**src/hdl/iorsd_params.svh**
```systemverilog
// Overview of operation
// - single-bit set and clear change only writable bits at locations 0x00 to 0x1F; set on a write-one-clear flag clears it.
// - skip-if-bit-set and skip-if-bit-clear test one bit in locations 0x00 to 0x1F.
// - some status flags clear on writing one; writing zero leaves them unchanged.
// - single-bit set or clear touches only the addressed bit, no read-modify-write.
// - single-bit set and clear are refused above location 0x1F.
// - port read and port write address locations 0x00 to 0x3F, 64 entries.
// - data-space address of an I/O register is its location plus 0x20.
// - extended region 0x60 to 0xFF is reachable only by data-space read and write.
`ifndef IORSD_PARAMS_SVH
`define IORSD_PARAMS_SVH

`define IORSD_DATA_OFS 16'h0020
`define IORSD_IO_TOP 16'h003F
`define IORSD_BIT_TOP 16'h001F
`define IORSD_DATA_IO_TOP 16'h005F
`define IORSD_EXT_LO 16'h0060
`define IORSD_EXT_HI 16'h00FF
`define IORSD_RESET_VAL 8'h00

`define IORSD_OFS_PORT_B_IN 6'h03
`define IORSD_OFS_PORT_B_DIR 6'h04
`define IORSD_OFS_PORT_B_OUT 6'h05
`define IORSD_OFS_PORT_C_IN 6'h06
`define IORSD_OFS_PORT_C_DIR 6'h07
`define IORSD_OFS_PORT_C_OUT 6'h08
`define IORSD_OFS_PORT_D_IN 6'h09
`define IORSD_OFS_PORT_D_DIR 6'h0A
`define IORSD_OFS_PORT_D_OUT 6'h0B
`define IORSD_OFS_TMR0_FLAGS 6'h15
`define IORSD_OFS_TMR1_FLAGS 6'h16
`define IORSD_OFS_TMR2_FLAGS 6'h17
`define IORSD_OFS_PCHG_FLAGS 6'h1B
`define IORSD_OFS_EXT_FLAGS 6'h1C
`define IORSD_OFS_EXT_MASK 6'h1D
`define IORSD_OFS_SCRATCH0 6'h1E
`define IORSD_OFS_NV_CTRL 6'h1F
`define IORSD_OFS_NV_DATA 6'h20
`define IORSD_OFS_NV_ADDR_LO 6'h21
`define IORSD_OFS_NV_ADDR_HI 6'h22
`define IORSD_OFS_PRESC_CTRL 6'h23
`define IORSD_OFS_TMR0_CTRL_A 6'h24
`define IORSD_OFS_TMR0_CTRL_B 6'h25
`define IORSD_OFS_TMR0_COUNT 6'h26
`define IORSD_OFS_TMR0_CMP_A 6'h27
`define IORSD_OFS_TMR0_CMP_B 6'h28
`define IORSD_OFS_SCRATCH1 6'h2A
`define IORSD_OFS_SCRATCH2 6'h2B
`define IORSD_OFS_SPI_CTRL 6'h2C
`define IORSD_OFS_SPI_STATUS 6'h2D
`define IORSD_OFS_SPI_DATA 6'h2E
`define IORSD_OFS_CMP_CS 6'h30
`define IORSD_OFS_SLEEP_CTRL 6'h33
`define IORSD_OFS_RESET_CAUSE 6'h34

// writable, write-one-clear, write-zero-clear and live-input bit masks
`define IORSD_MASK_FULL 8'hFF
`define IORSD_MASK_PORT_C 8'h7F
`define IORSD_MASK_TMR0_FLAGS 8'h07
`define IORSD_MASK_TMR1_FLAGS 8'h27
`define IORSD_MASK_TMR2_FLAGS 8'h07
`define IORSD_MASK_PCHG_FLAGS 8'h07
`define IORSD_MASK_EXT_BITS 8'h03
`define IORSD_MASK_NV_CTRL 8'h3F
`define IORSD_MASK_PRESC_CTRL 8'h83
`define IORSD_MASK_TMR0_CTRL_A 8'hF3
`define IORSD_MASK_TMR0_CTRL_B 8'h0F
`define IORSD_MASK_SPI_STAT_WR 8'h01
`define IORSD_MASK_SPI_STAT_FL 8'hC0
`define IORSD_MASK_CMP_WR 8'hCF
`define IORSD_MASK_CMP_FLAG 8'h10
`define IORSD_MASK_CMP_LIVE 8'h20
`define IORSD_POS_CMP_LIVE 5
`define IORSD_MASK_SLEEP 8'h0F
`define IORSD_MASK_RESET_CAUSE 8'h0F

`endif

```
**src/hdl/iorsd_pkg.sv**
```systemverilog
package iorsd_pkg;

  typedef enum logic [2:0] {
    IORSD_OP_PORT_RD = 3'h0,
    IORSD_OP_PORT_WR = 3'h1,
    IORSD_OP_BIT_SET = 3'h2,
    IORSD_OP_BIT_CLR = 3'h3,
    IORSD_OP_SKIP_SET = 3'h4,
    IORSD_OP_SKIP_CLR = 3'h5,
    IORSD_OP_MEM_RD = 3'h6,
    IORSD_OP_MEM_WR = 3'h7
  } iorsd_op_t;

  typedef logic [5:0] iorsd_loc_t;
  typedef logic [7:0] iorsd_byte_t;

endpackage

```
**src/hdl/iorsd_dec_if.sv**
```systemverilog
`timescale 1ns/1ps
`default_nettype none
interface iorsd_dec_if
  import iorsd_pkg::*;
#(
  parameter int ADDR_W = 16
);
  iorsd_op_t op;
  logic [ADDR_W-1:0] addr;
  logic hit_io;
  logic hit_ext;
  logic refused;
  iorsd_loc_t loc;

  modport decoder (input op, input addr, output hit_io, output hit_ext, output refused,
    output loc);
  modport user (output op, output addr, input hit_io, input hit_ext, input refused,
    input loc);
endinterface
`default_nettype wire

```
**src/hdl/iorsd_decode.sv**
```systemverilog
`timescale 1ns/1ps
`default_nettype none
`include "iorsd_params.svh"
module iorsd_decode
  import iorsd_pkg::*;
#(
  parameter int ADDR_W = 16
)
(
  iorsd_dec_if.decoder dec
);

  logic [15:0] addr16;
  logic [15:0] data_loc;

  assign addr16 = 16'(dec.addr);
  assign data_loc = addr16 - `IORSD_DATA_OFS;

  always_comb
  begin
    dec.hit_io = 1'b0;
    dec.hit_ext = 1'b0;
    dec.refused = 1'b0;
    dec.loc = addr16[5:0];
    case (dec.op)
      IORSD_OP_PORT_RD, IORSD_OP_PORT_WR:
      begin
        dec.hit_io = (addr16 <= `IORSD_IO_TOP);
        dec.refused = !dec.hit_io;
      end
      IORSD_OP_BIT_SET, IORSD_OP_BIT_CLR, IORSD_OP_SKIP_SET, IORSD_OP_SKIP_CLR:
      begin
        dec.hit_io = (addr16 <= `IORSD_BIT_TOP);
        dec.refused = !dec.hit_io;
      end
      IORSD_OP_MEM_RD, IORSD_OP_MEM_WR:
      begin
        if (addr16 >= `IORSD_DATA_OFS && addr16 <= `IORSD_DATA_IO_TOP)
        begin
          dec.hit_io = 1'b1;
          dec.loc = data_loc[5:0];
        end
        else if (addr16 >= `IORSD_EXT_LO && addr16 <= `IORSD_EXT_HI)
        begin
          dec.hit_ext = 1'b1;
        end
        else
        begin
          dec.refused = 1'b1;
        end
      end
      default:
      begin
        dec.refused = 1'b1;
      end
    endcase
  end

endmodule
`default_nettype wire

```
**src/hdl/iorsd_top.sv**
```systemverilog
`timescale 1ns/1ps
`default_nettype none
`include "iorsd_params.svh"
module iorsd_top
  import iorsd_pkg::*;
#(
  parameter int ADDR_W = 16,
  parameter int LOCS = 64
)
(
  input wire logic clock,
  input wire logic rst_b,
  input wire logic req_valid,
  input wire iorsd_op_t req_op,
  input wire logic [ADDR_W-1:0] req_addr,
  input wire logic [2:0] req_bit,
  input wire logic [7:0] req_wdata,
  input wire logic [7:0] pin_b,
  input wire logic [7:0] pin_c,
  input wire logic [7:0] pin_d,
  input wire logic cmp_level,
  input wire logic [7:0] tmr0_flag_set,
  input wire logic [7:0] tmr1_flag_set,
  input wire logic [7:0] tmr2_flag_set,
  input wire logic [7:0] pchg_flag_set,
  input wire logic [7:0] ext_flag_set,
  input wire logic [7:0] spi_flag_set,
  input wire logic [7:0] cmp_flag_set,
  input wire logic [7:0] reset_cause_set,
  output logic rsp_valid,
  output logic [7:0] rsp_rdata,
  output logic rsp_skip,
  output logic rsp_refused,
  output logic [LOCS*8-1:0] reg_image
);

  ////////////////////////////////////////////////////////////////////////////
  // address decode

  iorsd_dec_if #(.ADDR_W(ADDR_W)) dec ();

  assign dec.op = req_op;
  assign dec.addr = req_addr;

  iorsd_decode #(.ADDR_W(ADDR_W)) u_decode (
    .dec(dec)
  );

  ////////////////////////////////////////////////////////////////////////////
  // per-location bit behaviour

  // bits that a byte write or a set/clear stores
  function automatic iorsd_byte_t wr_mask(input iorsd_loc_t loc);
    case (loc)
      `IORSD_OFS_PORT_B_DIR, `IORSD_OFS_PORT_B_OUT: wr_mask = `IORSD_MASK_FULL;
      `IORSD_OFS_PORT_C_DIR, `IORSD_OFS_PORT_C_OUT: wr_mask = `IORSD_MASK_PORT_C;
      `IORSD_OFS_PORT_D_DIR, `IORSD_OFS_PORT_D_OUT: wr_mask = `IORSD_MASK_FULL;
      `IORSD_OFS_EXT_MASK: wr_mask = `IORSD_MASK_EXT_BITS;
      `IORSD_OFS_SCRATCH0, `IORSD_OFS_SCRATCH1, `IORSD_OFS_SCRATCH2:
        wr_mask = `IORSD_MASK_FULL;
      `IORSD_OFS_NV_CTRL: wr_mask = `IORSD_MASK_NV_CTRL;
      `IORSD_OFS_NV_DATA, `IORSD_OFS_NV_ADDR_LO, `IORSD_OFS_NV_ADDR_HI:
        wr_mask = `IORSD_MASK_FULL;
      `IORSD_OFS_PRESC_CTRL: wr_mask = `IORSD_MASK_PRESC_CTRL;
      `IORSD_OFS_TMR0_CTRL_A: wr_mask = `IORSD_MASK_TMR0_CTRL_A;
      `IORSD_OFS_TMR0_CTRL_B: wr_mask = `IORSD_MASK_TMR0_CTRL_B;
      `IORSD_OFS_TMR0_COUNT, `IORSD_OFS_TMR0_CMP_A, `IORSD_OFS_TMR0_CMP_B:
        wr_mask = `IORSD_MASK_FULL;
      `IORSD_OFS_SPI_CTRL, `IORSD_OFS_SPI_DATA: wr_mask = `IORSD_MASK_FULL;
      `IORSD_OFS_SPI_STATUS: wr_mask = `IORSD_MASK_SPI_STAT_WR;
      `IORSD_OFS_CMP_CS: wr_mask = `IORSD_MASK_CMP_WR;
      `IORSD_OFS_SLEEP_CTRL: wr_mask = `IORSD_MASK_SLEEP;
      default: wr_mask = 8'h00;
    endcase
  endfunction

  // status flags that hardware sets and a written one clears
  function automatic iorsd_byte_t w1c_mask(input iorsd_loc_t loc);
    case (loc)
      `IORSD_OFS_TMR0_FLAGS: w1c_mask = `IORSD_MASK_TMR0_FLAGS;
      `IORSD_OFS_TMR1_FLAGS: w1c_mask = `IORSD_MASK_TMR1_FLAGS;
      `IORSD_OFS_TMR2_FLAGS: w1c_mask = `IORSD_MASK_TMR2_FLAGS;
      `IORSD_OFS_PCHG_FLAGS: w1c_mask = `IORSD_MASK_PCHG_FLAGS;
      `IORSD_OFS_EXT_FLAGS: w1c_mask = `IORSD_MASK_EXT_BITS;
      `IORSD_OFS_SPI_STATUS: w1c_mask = `IORSD_MASK_SPI_STAT_FL;
      `IORSD_OFS_CMP_CS: w1c_mask = `IORSD_MASK_CMP_FLAG;
      default: w1c_mask = 8'h00;
    endcase
  endfunction

  // reset-cause flags: set by hardware, cleared by writing zero
  function automatic iorsd_byte_t w0c_mask(input iorsd_loc_t loc);
    case (loc)
      `IORSD_OFS_RESET_CAUSE: w0c_mask = `IORSD_MASK_RESET_CAUSE;
      default: w0c_mask = 8'h00;
    endcase
  endfunction

  // bits that mirror an input level
  function automatic iorsd_byte_t live_mask(input iorsd_loc_t loc);
    case (loc)
      `IORSD_OFS_PORT_B_IN, `IORSD_OFS_PORT_D_IN: live_mask = `IORSD_MASK_FULL;
      `IORSD_OFS_PORT_C_IN: live_mask = `IORSD_MASK_PORT_C;
      `IORSD_OFS_CMP_CS: live_mask = `IORSD_MASK_CMP_LIVE;
      default: live_mask = 8'h00;
    endcase
  endfunction

  ////////////////////////////////////////////////////////////////////////////
  // access qualification

  logic acc_io;
  logic byte_wr;
  logic bit_set;
  logic bit_clr;
  iorsd_byte_t bit_sel;

  assign acc_io = req_valid && dec.hit_io;
  assign byte_wr = acc_io && (req_op == IORSD_OP_PORT_WR || req_op == IORSD_OP_MEM_WR);
  assign bit_set = acc_io && (req_op == IORSD_OP_BIT_SET);
  assign bit_clr = acc_io && (req_op == IORSD_OP_BIT_CLR);
  assign bit_sel = 8'h01 << req_bit;

  ////////////////////////////////////////////////////////////////////////////
  // register storage

  iorsd_byte_t io_r [LOCS];

  genvar gi;
  generate
    for (gi = 0; gi < LOCS; gi++)
    begin : g_loc
      localparam iorsd_loc_t LOC = iorsd_loc_t'(gi);
      localparam iorsd_byte_t WM = wr_mask(LOC);
      localparam iorsd_byte_t CM = w1c_mask(LOC);
      localparam iorsd_byte_t ZM = w0c_mask(LOC);
      localparam iorsd_byte_t LM = live_mask(LOC);

      logic sel;
      iorsd_byte_t hw_set;
      iorsd_byte_t live_in;
      iorsd_byte_t loc_nxt;

      assign sel = (dec.loc == LOC);

      always_comb
      begin
        hw_set = 8'h00;
        live_in = 8'h00;
        case (LOC)
          `IORSD_OFS_PORT_B_IN: live_in = pin_b;
          `IORSD_OFS_PORT_C_IN: live_in = pin_c;
          `IORSD_OFS_PORT_D_IN: live_in = pin_d;
          `IORSD_OFS_CMP_CS:
          begin
            live_in[`IORSD_POS_CMP_LIVE] = cmp_level;
            hw_set = cmp_flag_set;
          end
          `IORSD_OFS_TMR0_FLAGS: hw_set = tmr0_flag_set;
          `IORSD_OFS_TMR1_FLAGS: hw_set = tmr1_flag_set;
          `IORSD_OFS_TMR2_FLAGS: hw_set = tmr2_flag_set;
          `IORSD_OFS_PCHG_FLAGS: hw_set = pchg_flag_set;
          `IORSD_OFS_EXT_FLAGS: hw_set = ext_flag_set;
          `IORSD_OFS_SPI_STATUS: hw_set = spi_flag_set;
          `IORSD_OFS_RESET_CAUSE: hw_set = reset_cause_set;
          default: hw_set = 8'h00;
        endcase
      end

      always_comb
      begin
        loc_nxt = io_r[gi];
        if (sel && byte_wr)
        begin
          loc_nxt = (loc_nxt & ~WM) | (req_wdata & WM);
          loc_nxt = loc_nxt & ~(req_wdata & CM);
          loc_nxt = loc_nxt & (req_wdata | ~ZM);
        end
        else if (sel && bit_set)
        begin
          loc_nxt = loc_nxt | (bit_sel & WM);
          loc_nxt = loc_nxt & ~(bit_sel & CM);
        end
        else if (sel && bit_clr)
        begin
          loc_nxt = loc_nxt & ~(bit_sel & (WM | ZM));
        end
        loc_nxt = loc_nxt | (hw_set & (CM | ZM));
        loc_nxt = (loc_nxt & ~LM) | (live_in & LM);
      end

      always_ff @(posedge clock or negedge rst_b)
      begin
        if (!rst_b)
        begin
          io_r[gi] <= `IORSD_RESET_VAL;
        end
        else
        begin
          io_r[gi] <= loc_nxt;
        end
      end

      assign reg_image[gi*8 +: 8] = io_r[gi];
    end
  endgenerate

  ////////////////////////////////////////////////////////////////////////////
  // read and answer

  iorsd_byte_t rd_val;
  logic rd_bit;

  // extended region holds nothing here and reads zero
  assign rd_val = dec.hit_io ? io_r[dec.loc] : 8'h00;
  assign rd_bit = rd_val[req_bit];

  always_ff @(posedge clock or negedge rst_b)
  begin
    if (!rst_b)
    begin
      rsp_valid <= 1'b0;
      rsp_refused <= 1'b0;
    end
    else
    begin
      rsp_valid <= req_valid;
      rsp_refused <= req_valid && dec.refused;
    end
  end

  always_ff @(posedge clock or negedge rst_b)
  begin
    if (!rst_b)
    begin
      rsp_rdata <= 8'h00;
    end
    else if (req_valid)
    begin
      case (req_op)
        IORSD_OP_PORT_RD, IORSD_OP_MEM_RD: rsp_rdata <= rd_val;
        default: rsp_rdata <= 8'h00;
      endcase
    end
  end

  always_ff @(posedge clock or negedge rst_b)
  begin
    if (!rst_b)
    begin
      rsp_skip <= 1'b0;
    end
    else if (req_valid)
    begin
      case (req_op)
        IORSD_OP_SKIP_SET: rsp_skip <= dec.hit_io && rd_bit;
        IORSD_OP_SKIP_CLR: rsp_skip <= dec.hit_io && !rd_bit;
        default: rsp_skip <= 1'b0;
      endcase
    end
  end

endmodule
`default_nettype wire

```
**config.mk**
```make
export PLATFORM = sky130hd
export DESIGN_NAME = iorsd_top
export DESIGN_NICKNAME = d
export VERILOG_FILES = /design/src/hdl/iorsd_pkg.sv /design/src/hdl/iorsd_dec_if.sv /design/src/hdl/iorsd_decode.sv /design/src/hdl/iorsd_top.sv
export VERILOG_INCLUDE_DIRS = /design/src /design/src/hdl
export SDC_FILE = /design/constraint.sdc
export NUM_CORES = 1
export LEC_CHECK = 0
export ABC_AREA = 1
export BUFFER_PORTS_ARGS = -buffer_cell sky130_fd_sc_hd__buf_2
export CORE_AREA = 2 2 251 253
export DETAILED_ROUTE_END_ITERATION = 10
export DIE_AREA = 0 0 253 255
export HOLD_SLACK_MARGIN = 0.02
export MAX_ROUTING_LAYER = met4
export PLACE_DENSITY_LB_ADDON = 0.2
export RECOVER_POWER = 100
export REMOVE_ABC_BUFFERS = 1
export SYNTH_ARGS = -nofsm -noshare
export SYNTH_HDL_FRONTEND = slang
export SYNTH_SLANG_ARGS = --single-unit
```
**constraint.sdc**
```tcl
create_clock -name clock -period 1.45 [get_ports clock]
set_input_delay 0.0725 -clock clock [delete_from_list [all_inputs] [get_ports clock]]
set_output_delay 0.0725 -clock clock [all_outputs]
set_load 0.01 [all_outputs]
```
==> results of run 1 <==
==> per-stage QoR <==
step           hold slack (ns)  utilization  instance area (µm²)
5_1_grt                0.03665       0.3671                22820
2_1_floorplan          -0.2231            -                12340
6_report               0.03270       0.3671                22820
4_1_cts              -0.001746       0.3447                21430
3_5_place_dp           0.03908       0.3017                18750
3_3_place_gp           0.04351       0.3017                18750
==> cell type report <==
cell class,count,area (µm²)
tap,799,999.7
antenna,2,5.005
fill,6615,39340
sequential,223,5583
inverter,133,586.8
timing repair inverter,1,7.507
clock buffer,44,842.1
timing repair buffer,923,6665
multi-input combinational,1403,8082
clock inverter,8,46.29
==> where the power goes <==
part           internal (mW)  switching, mW
Sequential              6.26         0.0325
Combinational          0.856           1.72
Clock                   3.97           3.02
Total                   11.1           4.77
==> what timing repair did <==
action                                  in CTS  in global routing
buffers inserted                            35                 51
hold endpoints to repair                   299                  0
cloned                                       6                  9
resized for setup                          280                523
hold buffers                                59                  0
pin swaps                                   99                117
endpoints found under the setup margin     128                205
==> cells in the final DEF (no fill, tap or decap), drive strengths merged, types with 3 or more instances in the layout <==
master and instances:
o221ai 9, inv 122, o21ai 170, conb 300, a21oi 36, nor3 11, clkinv 17, nor2 177
clkbuf 263, or2 4, nand3 68, a31o 3, o21bai 15, nand2 484, a31oi 10, a2bb2oi 14
o211ai 31, buf 645, o22ai 32, dlygate4sd3 58, nand4 16, a22oi 15, clkinvlp 3, dfrtp 223
==> final timing paths <==
| kind | startpoint | endpoint | slack [ns] | cells past startpoint |
|---|---|---|---|---|
| min in group asynchronous | rst_b | async pin | 0.14 | 2 |
| worst min-delay path | req_op[1] | rsp_skip | 0.03 | 5 |
| max in group asynchronous | rst_b | async pin | 0.19 | 3 |
| worst max-delay path | register | rsp_skip | -0.41 | 18 |
| worst max register to register | register | rsp_skip | -0.41 | 18 |
| worst min register to register | register | register | 0.51 | 2 |
==> worst register-to-register path: cells and delay by family (launching register included) <==
kind | cells | cell delay (ns)
and+or+nand+nor | 14 | 1.06
DFF | 1 | 0.35
buffers and inverters | 3 | 0.23
AOI/OAI and AO/OA | 1 | 0.11
==> cells by family after synthesis <==
logic type	share of synthesized area
and+or+nand+nor	0.2233
buffers and inverters	0.2220
AOI/OAI and AO/OA	0.1493
DFF	0.4052
other	0.0002723
==> routing by layer <==
layer  part of all wire  wire length [µm]
met1               0.39             29840
met2               0.50             38060
met3              0.059              4483
met4              0.047              3552
met5                  0                 0
==> results.cfg, run 1 <==
[placed_design]
place_congestion = 0.9342
io_buffer_count = 301
post-place-cells = 3343
half_perimeter_wire_length_of_the_detailed_placement_result_um = 57910
setup_slack_after_placement_ns = -0.9541

[yosys]
synth-edff-count = 0
avgSynthCellArea_um2 = 7.526
synthesized_instance_count = 1830
synth.area.top_cells = dfrtp_1 41%, buf_4 16%, nand2_1 13%
synthTopCellsByCount = 476 x nand2_1, 301 x buf_4, 223 x dfrtp_1
synth.yosys.seq_area_share = 0.4052
synth.most_common_cell = nand2_1
synth_top_cell_area_share = 0.4052
cell_taking_the_most_area_after_synthesis = dfrtp_1
ys_ff_latch = 223
async_reset_ff_frac = 1.000
postSynth.topFlopCell = dfrtp_1
count_of_synthesis_stage_warnings_from_yosys = 0
mappedNetlistArea_mm2 = 0.01377
synth_cell_types = 41

[route]
postRouteWirelength_um = 75930
drtIter0Drc = 932
drt_pass1_iterations = 4
routed_via_density = 4.424
ant_nets = 0
detail_route.drc_violations = 0
wl_per_cell_um = 21.47
num_vias = 15640

[global_route]
track_usage = 0.2297
gr-usage-met3 = 0.03041
globalRouteOverflowTotal = 0
grt_max_degree = 46
grt_first_pass_wirelength_um = 104500
antenna_violations_before_repair = 2
busiest_layer = met2
via_count_of_the_first_global_routing_pass = 15090
grt_use_met1 = 0.2726
met2_global_route_usage = 0.3974

[timing]
finalHoldViolCount = 0
rsz0062_at_grt = true
slew_viol_final = 0
setup-tns-final_ns = -24.44
timing.clock.skew_ns = 0.01318
finalWorstPathRequiredPeriod_ns = 1.859
final.period_utilization = 1.282
timing.slew.headroom = 0.4566
setup_viol_count_final = 186
worstMarginPinSlew_ns = 0.8151
postLayoutSetupSlackWorst_ns = -0.4087
max_clock_freq_mhz = 538.0

[cts]
clock_transition_at_the_registers_of_the_reported_paths_ns = 0.06
cts.root.buffer_cell = clkbuf_16
tritoncts = built
cts-htree-levels = 1
cts_num_sinks = 223
cts_made_buffers = 29
clock_path_buffers = 3
worst_skew_pair.late_latency_ns = 0.58

[critical_path]
worstPathArrival_ns = 2.31
critPathTopFamily = simple AND/OR/NAND/NOR gates
critPathKind = reg -> reg
worstPathRequired_ns = 1.91
worst_setup_path_start_kind = register
timing.critical_path.slowest_stage_cell = dfrtp_1
sort_of_element_at_the_end_of_the_critical_path = register
worst_path_largest_cell_delay_ns = 0.35
crit_chain = inv_1 -> o21ai_1 -> buf_4 -> inv_1 -> nand3_2 -> nand3_2 -> nand2_2 -> nand2_1 -> nand2_1 -> nand3_2 -> nand2_1 -> nand2_1 -> nor2_1 -> nand2_1 -> nand3_1 -> nand2_1 -> nand2_1 -> nand2_1
buf_inv_stages_crit_path = 3
critical-path-top-cell-by-count = nand2_1
critical_path_peak_fanout = 2

[pwr]
static_leakage_nw = 11.19
power_per_cell_area_mw_per_mm2 = 694.9
report.power.total_mw = 15.86
worst_ir_drop_vdd_v = 0.0009567

[cells_and_area]
stdcell_count = 3536
drive_above_1_share = 0.4223
num-nets-final = 2836
area_delta_synth_final_pct = 65.66

[worst_hold_path]
hold_class = in -> reg

[die]
coreArea_mm2 = 0.06216
core.rowCount = 92
floorplan.initialDensity = 0.2216
die_height_um = 255
num_io_pins = 645
die_span_x_um = 253
full_die_area_mm2 = 0.06452

[status]
failed_checks = negative setup slack
outcome = complete, but fails checks

[job]
number_of_max_cap_violations = 0
No activity file was read; power rests on OpenSTA's default activity.
==> run 2, diff against run 1 <==
==> constraint.sdc (replaced) <==
create_clock -name clock -period 1.45 [get_ports clock]
set_input_delay 0.29 -clock clock [delete_from_list [all_inputs] [get_ports clock]]
set_output_delay 0.29 -clock clock [all_outputs]
set_load 0.01 [all_outputs]
==> results.cfg, run 2 (synthesis gave the netlist of run 1 again) <==
[cts]
cts_made_buffers = 31
tritoncts = built
worst_skew_pair.late_latency_ns = 0.58
clock_transition_at_the_registers_of_the_reported_paths_ns = 0.06
cts.root.buffer_cell = clkbuf_16
cts-htree-levels = 1
clock_path_buffers = 3
cts_num_sinks = 223

[critical_path]
crit_cells = 16
timing.critical_path.slowest_stage_cell = nor3_4
worstPathRequired_ns = 1.94
critPathTopFamily = simple AND/OR/NAND/NOR gates
critPathKind = in -> reg
sort_of_element_at_the_end_of_the_critical_path = register
worst_setup_path_start_kind = input port
buf_inv_stages_crit_path = 5
reg2reg_depth = 15
rrSetupSlack_ns = -0.41
worstPathArrival_ns = 2.39
worst_path_largest_cell_delay_ns = 0.21
critical_path_peak_fanout = 7
crit_chain = buf_6 -> nor2_4 -> nand2_2 -> nor2_4 -> nand4_1 -> nand2_2 -> nand2_4 -> nor3_4 -> inv_4 -> nand2_4 -> buf_6 -> clkinvlp_4 -> nor2_2 -> buf_6 -> o22ai_2 -> a22oi_1
critical-path-top-cell-by-count = buf_6

[die]
floorplan.initialDensity = 0.2216
full_die_area_mm2 = 0.06452
die_height_um = 255
die_span_x_um = 253
coreArea_mm2 = 0.06216
core.rowCount = 92
num_io_pins = 645

[pwr]
worst_ir_drop_vdd_v = 0.0008459
power_per_cell_area_mw_per_mm2 = 669.7
static_leakage_nw = 12.50
report.power.total_mw = 17.07

[cells_and_area]
fillers = 6291
drive_above_1_share = 0.4811
seqCellArea_mm2 = 0.005587
multi_input_comb_area_mm2 = 0.008000
num-nets-final = 2873
finish.instance_area_mm2 = 0.02548
final_cell_mix = 453 x buf_6, 356 x nand2_1, 300 x conb_1
final_core_utilization = 0.4100
mostFrequentLayoutCell = buf_6
area_delta_synth_final_pct = 85.02

[timing]
rsz0062_at_grt = true
finalHoldViolCount = 0
slew_viol_final = 0
setup-tns-final_ns = -69.74
worstMarginPinSlew_ns = 0.8337
setup_viol_count_final = 409
postLayoutSetupSlackWorst_ns = -0.4542
max_clock_freq_mhz = 525.2
timing.clock.skew_ns = 0.01539
final.period_utilization = 1.313
timing.slew.headroom = 0.4442
finalWorstPathRequiredPeriod_ns = 1.904

[route]
ant_nets = 0
drt_pass1_iterations = 5
num_vias = 15940
detail_route.drc_violations = 0
wl_per_cell_um = 21.36
postRouteWirelength_um = 76380
routed_via_density = 4.458
drtIter0Drc = 1057

[placed_design]
place_area_mm2 = 0.01896
place_congestion = 0.9279
setup_slack_after_placement_ns = -1.157
half_perimeter_wire_length_of_the_detailed_placement_result_um = 57160
io_buffer_count = 301

[worst_hold_path]
hold_class = in -> reg
hold_path_depth = 3

[global_route]
track_usage = 0.2348
globalRouteOverflowTotal = 0
grt_max_degree = 44
grt_first_pass_wirelength_um = 107500
antenna_violations_before_repair = 2
via_count_of_the_first_global_routing_pass = 15890

[status]
outcome = complete, but fails checks
failed_checks = negative setup slack

[job]
number_of_max_cap_violations = 0
-- run 2: cell count changes in the layout (fill, tap and decap cells not counted), sizes merged --
cell          delta
buf            +252
dlymetal6s4s     -1
bufinv           +3
inv              +4
clkbuf         -206
clkinv           -3
clkinvlp         +1
dlygate4sd3     -10
-- run 2: stage by stage --
| step | cells | hold slack [ns] |
|---|---|---|
| final | 3576 | 0.1167 |
| after global routing | 3576 | 0.1218 |
| after CTS | 3562 | 0.09604 |
| after detailed placement | 3360 | 0.2558 |
| after global placement | 3360 | 0.2574 |
| after floorplan | 1759 | -0.005591 |
-- run 2: per-layer routing --
layer  global-route usage  share of wire  routed length, µm
met1               0.2828           0.40              30660
met2               0.4020           0.50              38240
met4              0.09298          0.048               3644
met3              0.02634          0.050               3833
met5                    -              0                  0
-- run 2: timing repair --
item / in CTS / in global routing
resized for setup: 921 / 268
setup buffers: 118 / 27
pin swaps: 97 / 89
cloned: 16 / 1
hold buffers: 48 / 0
endpoints found under the hold margin: 107 / 0
endpoints found under the setup margin: 413 / 413
-- run 2: final cells by class --
class	count	area share
Timing Repair inverter	2	0.0006383
Timing Repair Buffer	957	0.3632
Tap cell	799	0.03923
Sequential cell	223	0.2192
Inverter	133	0.02185
Antenna cell	2	0.0001964
Clock inverter	12	0.005695
Clock buffer	45	0.03604
Multi-Input combinational cell	1403	0.3139
-- run 2: worst min-delay path, delay by kind of cell --
family          cells  cell delay, ns
compound gates      1            0.11
buf+inv             2            0.24
-- run 2: worst paths after layout --
| path | start | end |
|---|---|---|
| max in group asynchronous | rst_b | rsp_refused |
| min in group asynchronous | rst_b | async pin |
| hold reg to reg | register | register |
| setup reg to reg | reg_image[54] | rsp_skip |
| hold / removal | req_wdata[6] | register |
| setup / recovery | req_addr[9] | register |
-- run 2: where the power goes --
| group | leakage (nW) | switching (mW) | internal, mW |
|---|---|---|---|
| clock network | 0.527 | 3.18 | 4.89 |
| logic | 9.13 | 1.77 | 0.925 |
| registers | 2.84 | 0.0322 | 6.26 |
==> run 3, diff against run 2 <==
--- a/config.mk
+++ b/config.mk
@@ -7,10 +7,10 @@
 export NUM_CORES = 1
 export LEC_CHECK = 0
 export ABC_AREA = 1
-export BUFFER_PORTS_ARGS = -buffer_cell sky130_fd_sc_hd__buf_2
-export CORE_AREA = 2 2 251 253
+export CORE_AREA = 2 2 250 252
 export DETAILED_ROUTE_END_ITERATION = 10
-export DIE_AREA = 0 0 253 255
+export DIE_AREA = 0 0 252 254
+export DONT_BUFFER_PORTS = 1
 export HOLD_SLACK_MARGIN = 0.02
 export MAX_ROUTING_LAYER = met4
 export PLACE_DENSITY_LB_ADDON = 0.2
==> results.cfg, run 3 (synthesis gave the netlist of run 1 again) <==
[cells_and_area]
seqCellArea_mm2 = 0.005585
final_cell_mix = 347 x nand2_1, 300 x conb_1, 276 x buf_4
multi_input_comb_area_mm2 = 0.008112
fillers = 6354
final_core_utilization = 0.3625
num-nets-final = 2541
mostFrequentLayoutCell = nand2_1
drive_above_1_share = 0.4144
area_delta_synth_final_pct = 61.23
stdcell_count = 3231

[timing]
finalHoldViolCount = 224
timing.clock.skew_ns = 0.009813
rsz0062_at_grt = true
worstMarginPinSlew_ns = 1.078
finalWorstPathRequiredPeriod_ns = 1.877
slew_viol_final = 0
final.period_utilization = 1.295
postLayoutSetupSlackWorst_ns = -0.4271
setup_viol_count_final = 228
fin_hold_ws_ns = -0.5702
timing.slew.headroom = 0.2814
max_clock_freq_mhz = 532.7

[cts]
clock_path_buffers = 3
cts_num_sinks = 223
worst_skew_pair.late_latency_ns = 0.58
tritoncts = built
cts-htree-levels = 1
clock_transition_at_the_registers_of_the_reported_paths_ns = 0.06
cts_made_buffers = 29
cts.root.buffer_cell = clkbuf_16

[pwr]
swShare = 0.2934
netSwitchingPower_mw = 4.570
p_int_mw = 11.00
pwr-share-comb = 0.148
report.power.total_mw = 15.57
worst_ir_drop_vdd_v = 0.0008158
static_leakage_nw = 10.64
clkPwrFrac = 0.448
power_per_cell_area_mw_per_mm2 = 701.3
seqPwrFrac = 0.405

[critical_path]
worstPathArrival_ns = 2.34
worst_path_largest_cell_delay_ns = 0.36
rrSetupSlack_ns = -0.43
reg2reg_depth = 15
sort_of_element_at_the_end_of_the_critical_path = register
critPathKind = reg -> reg
timing.critical_path.slowest_stage_cell = dfrtp_1
timing.rr.end = rsp_skip
r2r_start = reg_image[54]
critical-path-top-cell-by-count = nand2_1
worstPathRequired_ns = 1.92
crit_chain = nor2_1 -> nor2_2 -> nand2_1 -> nand2_1 -> o211ai_1 -> nand2_1 -> nand2_1 -> nor2_1 -> nand2_1 -> a21oi_2 -> nand2_1 -> nand3_1 -> nand2_1 -> nand2_1 -> nand2_1
critical_path_peak_fanout = 2
worst_setup_path_start_kind = register

[placed_design]
place_congestion = 0.9156
io_buffer_count = 0
post-place-cells = 3045
half_perimeter_wire_length_of_the_detailed_placement_result_um = 53660

[status]
failed_checks = negative hold slack, negative setup slack
outcome = complete, but fails checks

[die]
full_die_area_mm2 = 0.06401
floorplan.initialDensity = 0.2248
coreArea_mm2 = 0.06126
die_height_um = 254
num_io_pins = 645
core.rowCount = 91
die_span_x_um = 252

[route]
drt_pass1_iterations = 7
ant_nets = 0
drtIter0Drc = 941
wl_per_cell_um = 22.84
num_vias = 14400
postRouteWirelength_um = 73810
routed_via_density = 4.456
detail_route.drc_violations = 0

[global_route]
antenna_violations_before_repair = 4
globalRouteOverflowTotal = 0
grt_first_pass_wirelength_um = 101600
grt_max_degree = 224
track_usage = 0.2268
via_count_of_the_first_global_routing_pass = 14210

[worst_hold_path]
hold_class = in -> async

[job]
number_of_max_cap_violations = 0
[run 3: cell count changes in the layout (fill, tap and decap cells not counted), sizes merged]
cell | before | now
diode | 2 | 4
inv | 126 | 125
nand2 | 484 | 486
clkinv | 14 | 12
bufinv | 3 | 0
clkbuf | 57 | 60
dlymetal6s4s | 0 | 3
buf | 897 | 551
clkdlybuf4s25 | 0 | 1
dlygate4sd3 | 48 | 53
[run 3: layout make-up]
type	count	area share
antenna	4	0.0004508
clock buffer	43	0.03775
clock inverter	6	0.001634
inverter	133	0.02609
multi-input combinational	1405	0.3653
sequential	223	0.2515
tap	790	0.04451
timing repair buffer	625	0.2723
timing repair inverter	2	0.0005071
[run 3: repair_timing]
action / in CTS / in global routing
endpoints found under the setup margin: 257 / 280
buffers inserted: 68 / 44
resized for setup: 592 / 334
pin swaps: 129 / 144
endpoints found under the hold margin: 332 / 224
cloned: 16 / 2
hold buffers: 56 / 1
[run 3: power by group through the flow]
stage / Clock [mW] / Sequential [mW] / Combinational, mW
finish: 6.97 / 6.30 / 2.30
global route: 7.32 / 6.30 / 2.46
CTS: 7.10 / 6.30 / 2.12
detailed placement: 0 / 6.41 / 1.75
global placement: 0 / 6.41 / 1.75
floorplan: 0 / 6.41 / 0.857
[run 3: how the worst max path moves through the flow]
stage | from | endpoint | slack (ns)
floorplan | req_addr[13] | register | -1.29
global placement | req_addr[15] | register | -0.98
detailed placement | req_addr[13] | register | -0.93
CTS | register | rsp_skip | -0.37
global route | reg_image[49] | rsp_skip | -0.58
finish | reg_image[54] | rsp_skip | -0.43
[run 3: per-layer routing]
metal,vias to the layer above,track usage,wire (µm)
met2,570,0.3832,37010
li1,6576,-,-
met4,0,0.09180,3000
met1,7129,0.2544,28050
met3,123,0.06064,5743
met5,-,-,0
[run 3: worst max-delay path: cells and delay by family (launching register included)]
family / cells / cell delay, ns
simple gates: 13 / 1.08
flops: 1 / 0.36
compound gates: 2 / 0.32
[run 3: metrics by stage]
| stage | cell area, µm² | setup WS (ns) | setup TNS [ns] |
|---|---|---|---|
| 2_1_floorplan | 12340 | -1.288 | -179.37 |
| 3_3_place_gp | 17330 | -0.9769 | -147.23 |
| 3_5_place_dp | 17330 | -0.9285 | -150.27 |
| 4_1_cts | 21170 | -0.3678 | -41.39 |
| 5_1_grt | 22200 | -0.5773 | -46.57 |
| 6_report | 22210 | -0.4271 | -31.51 |
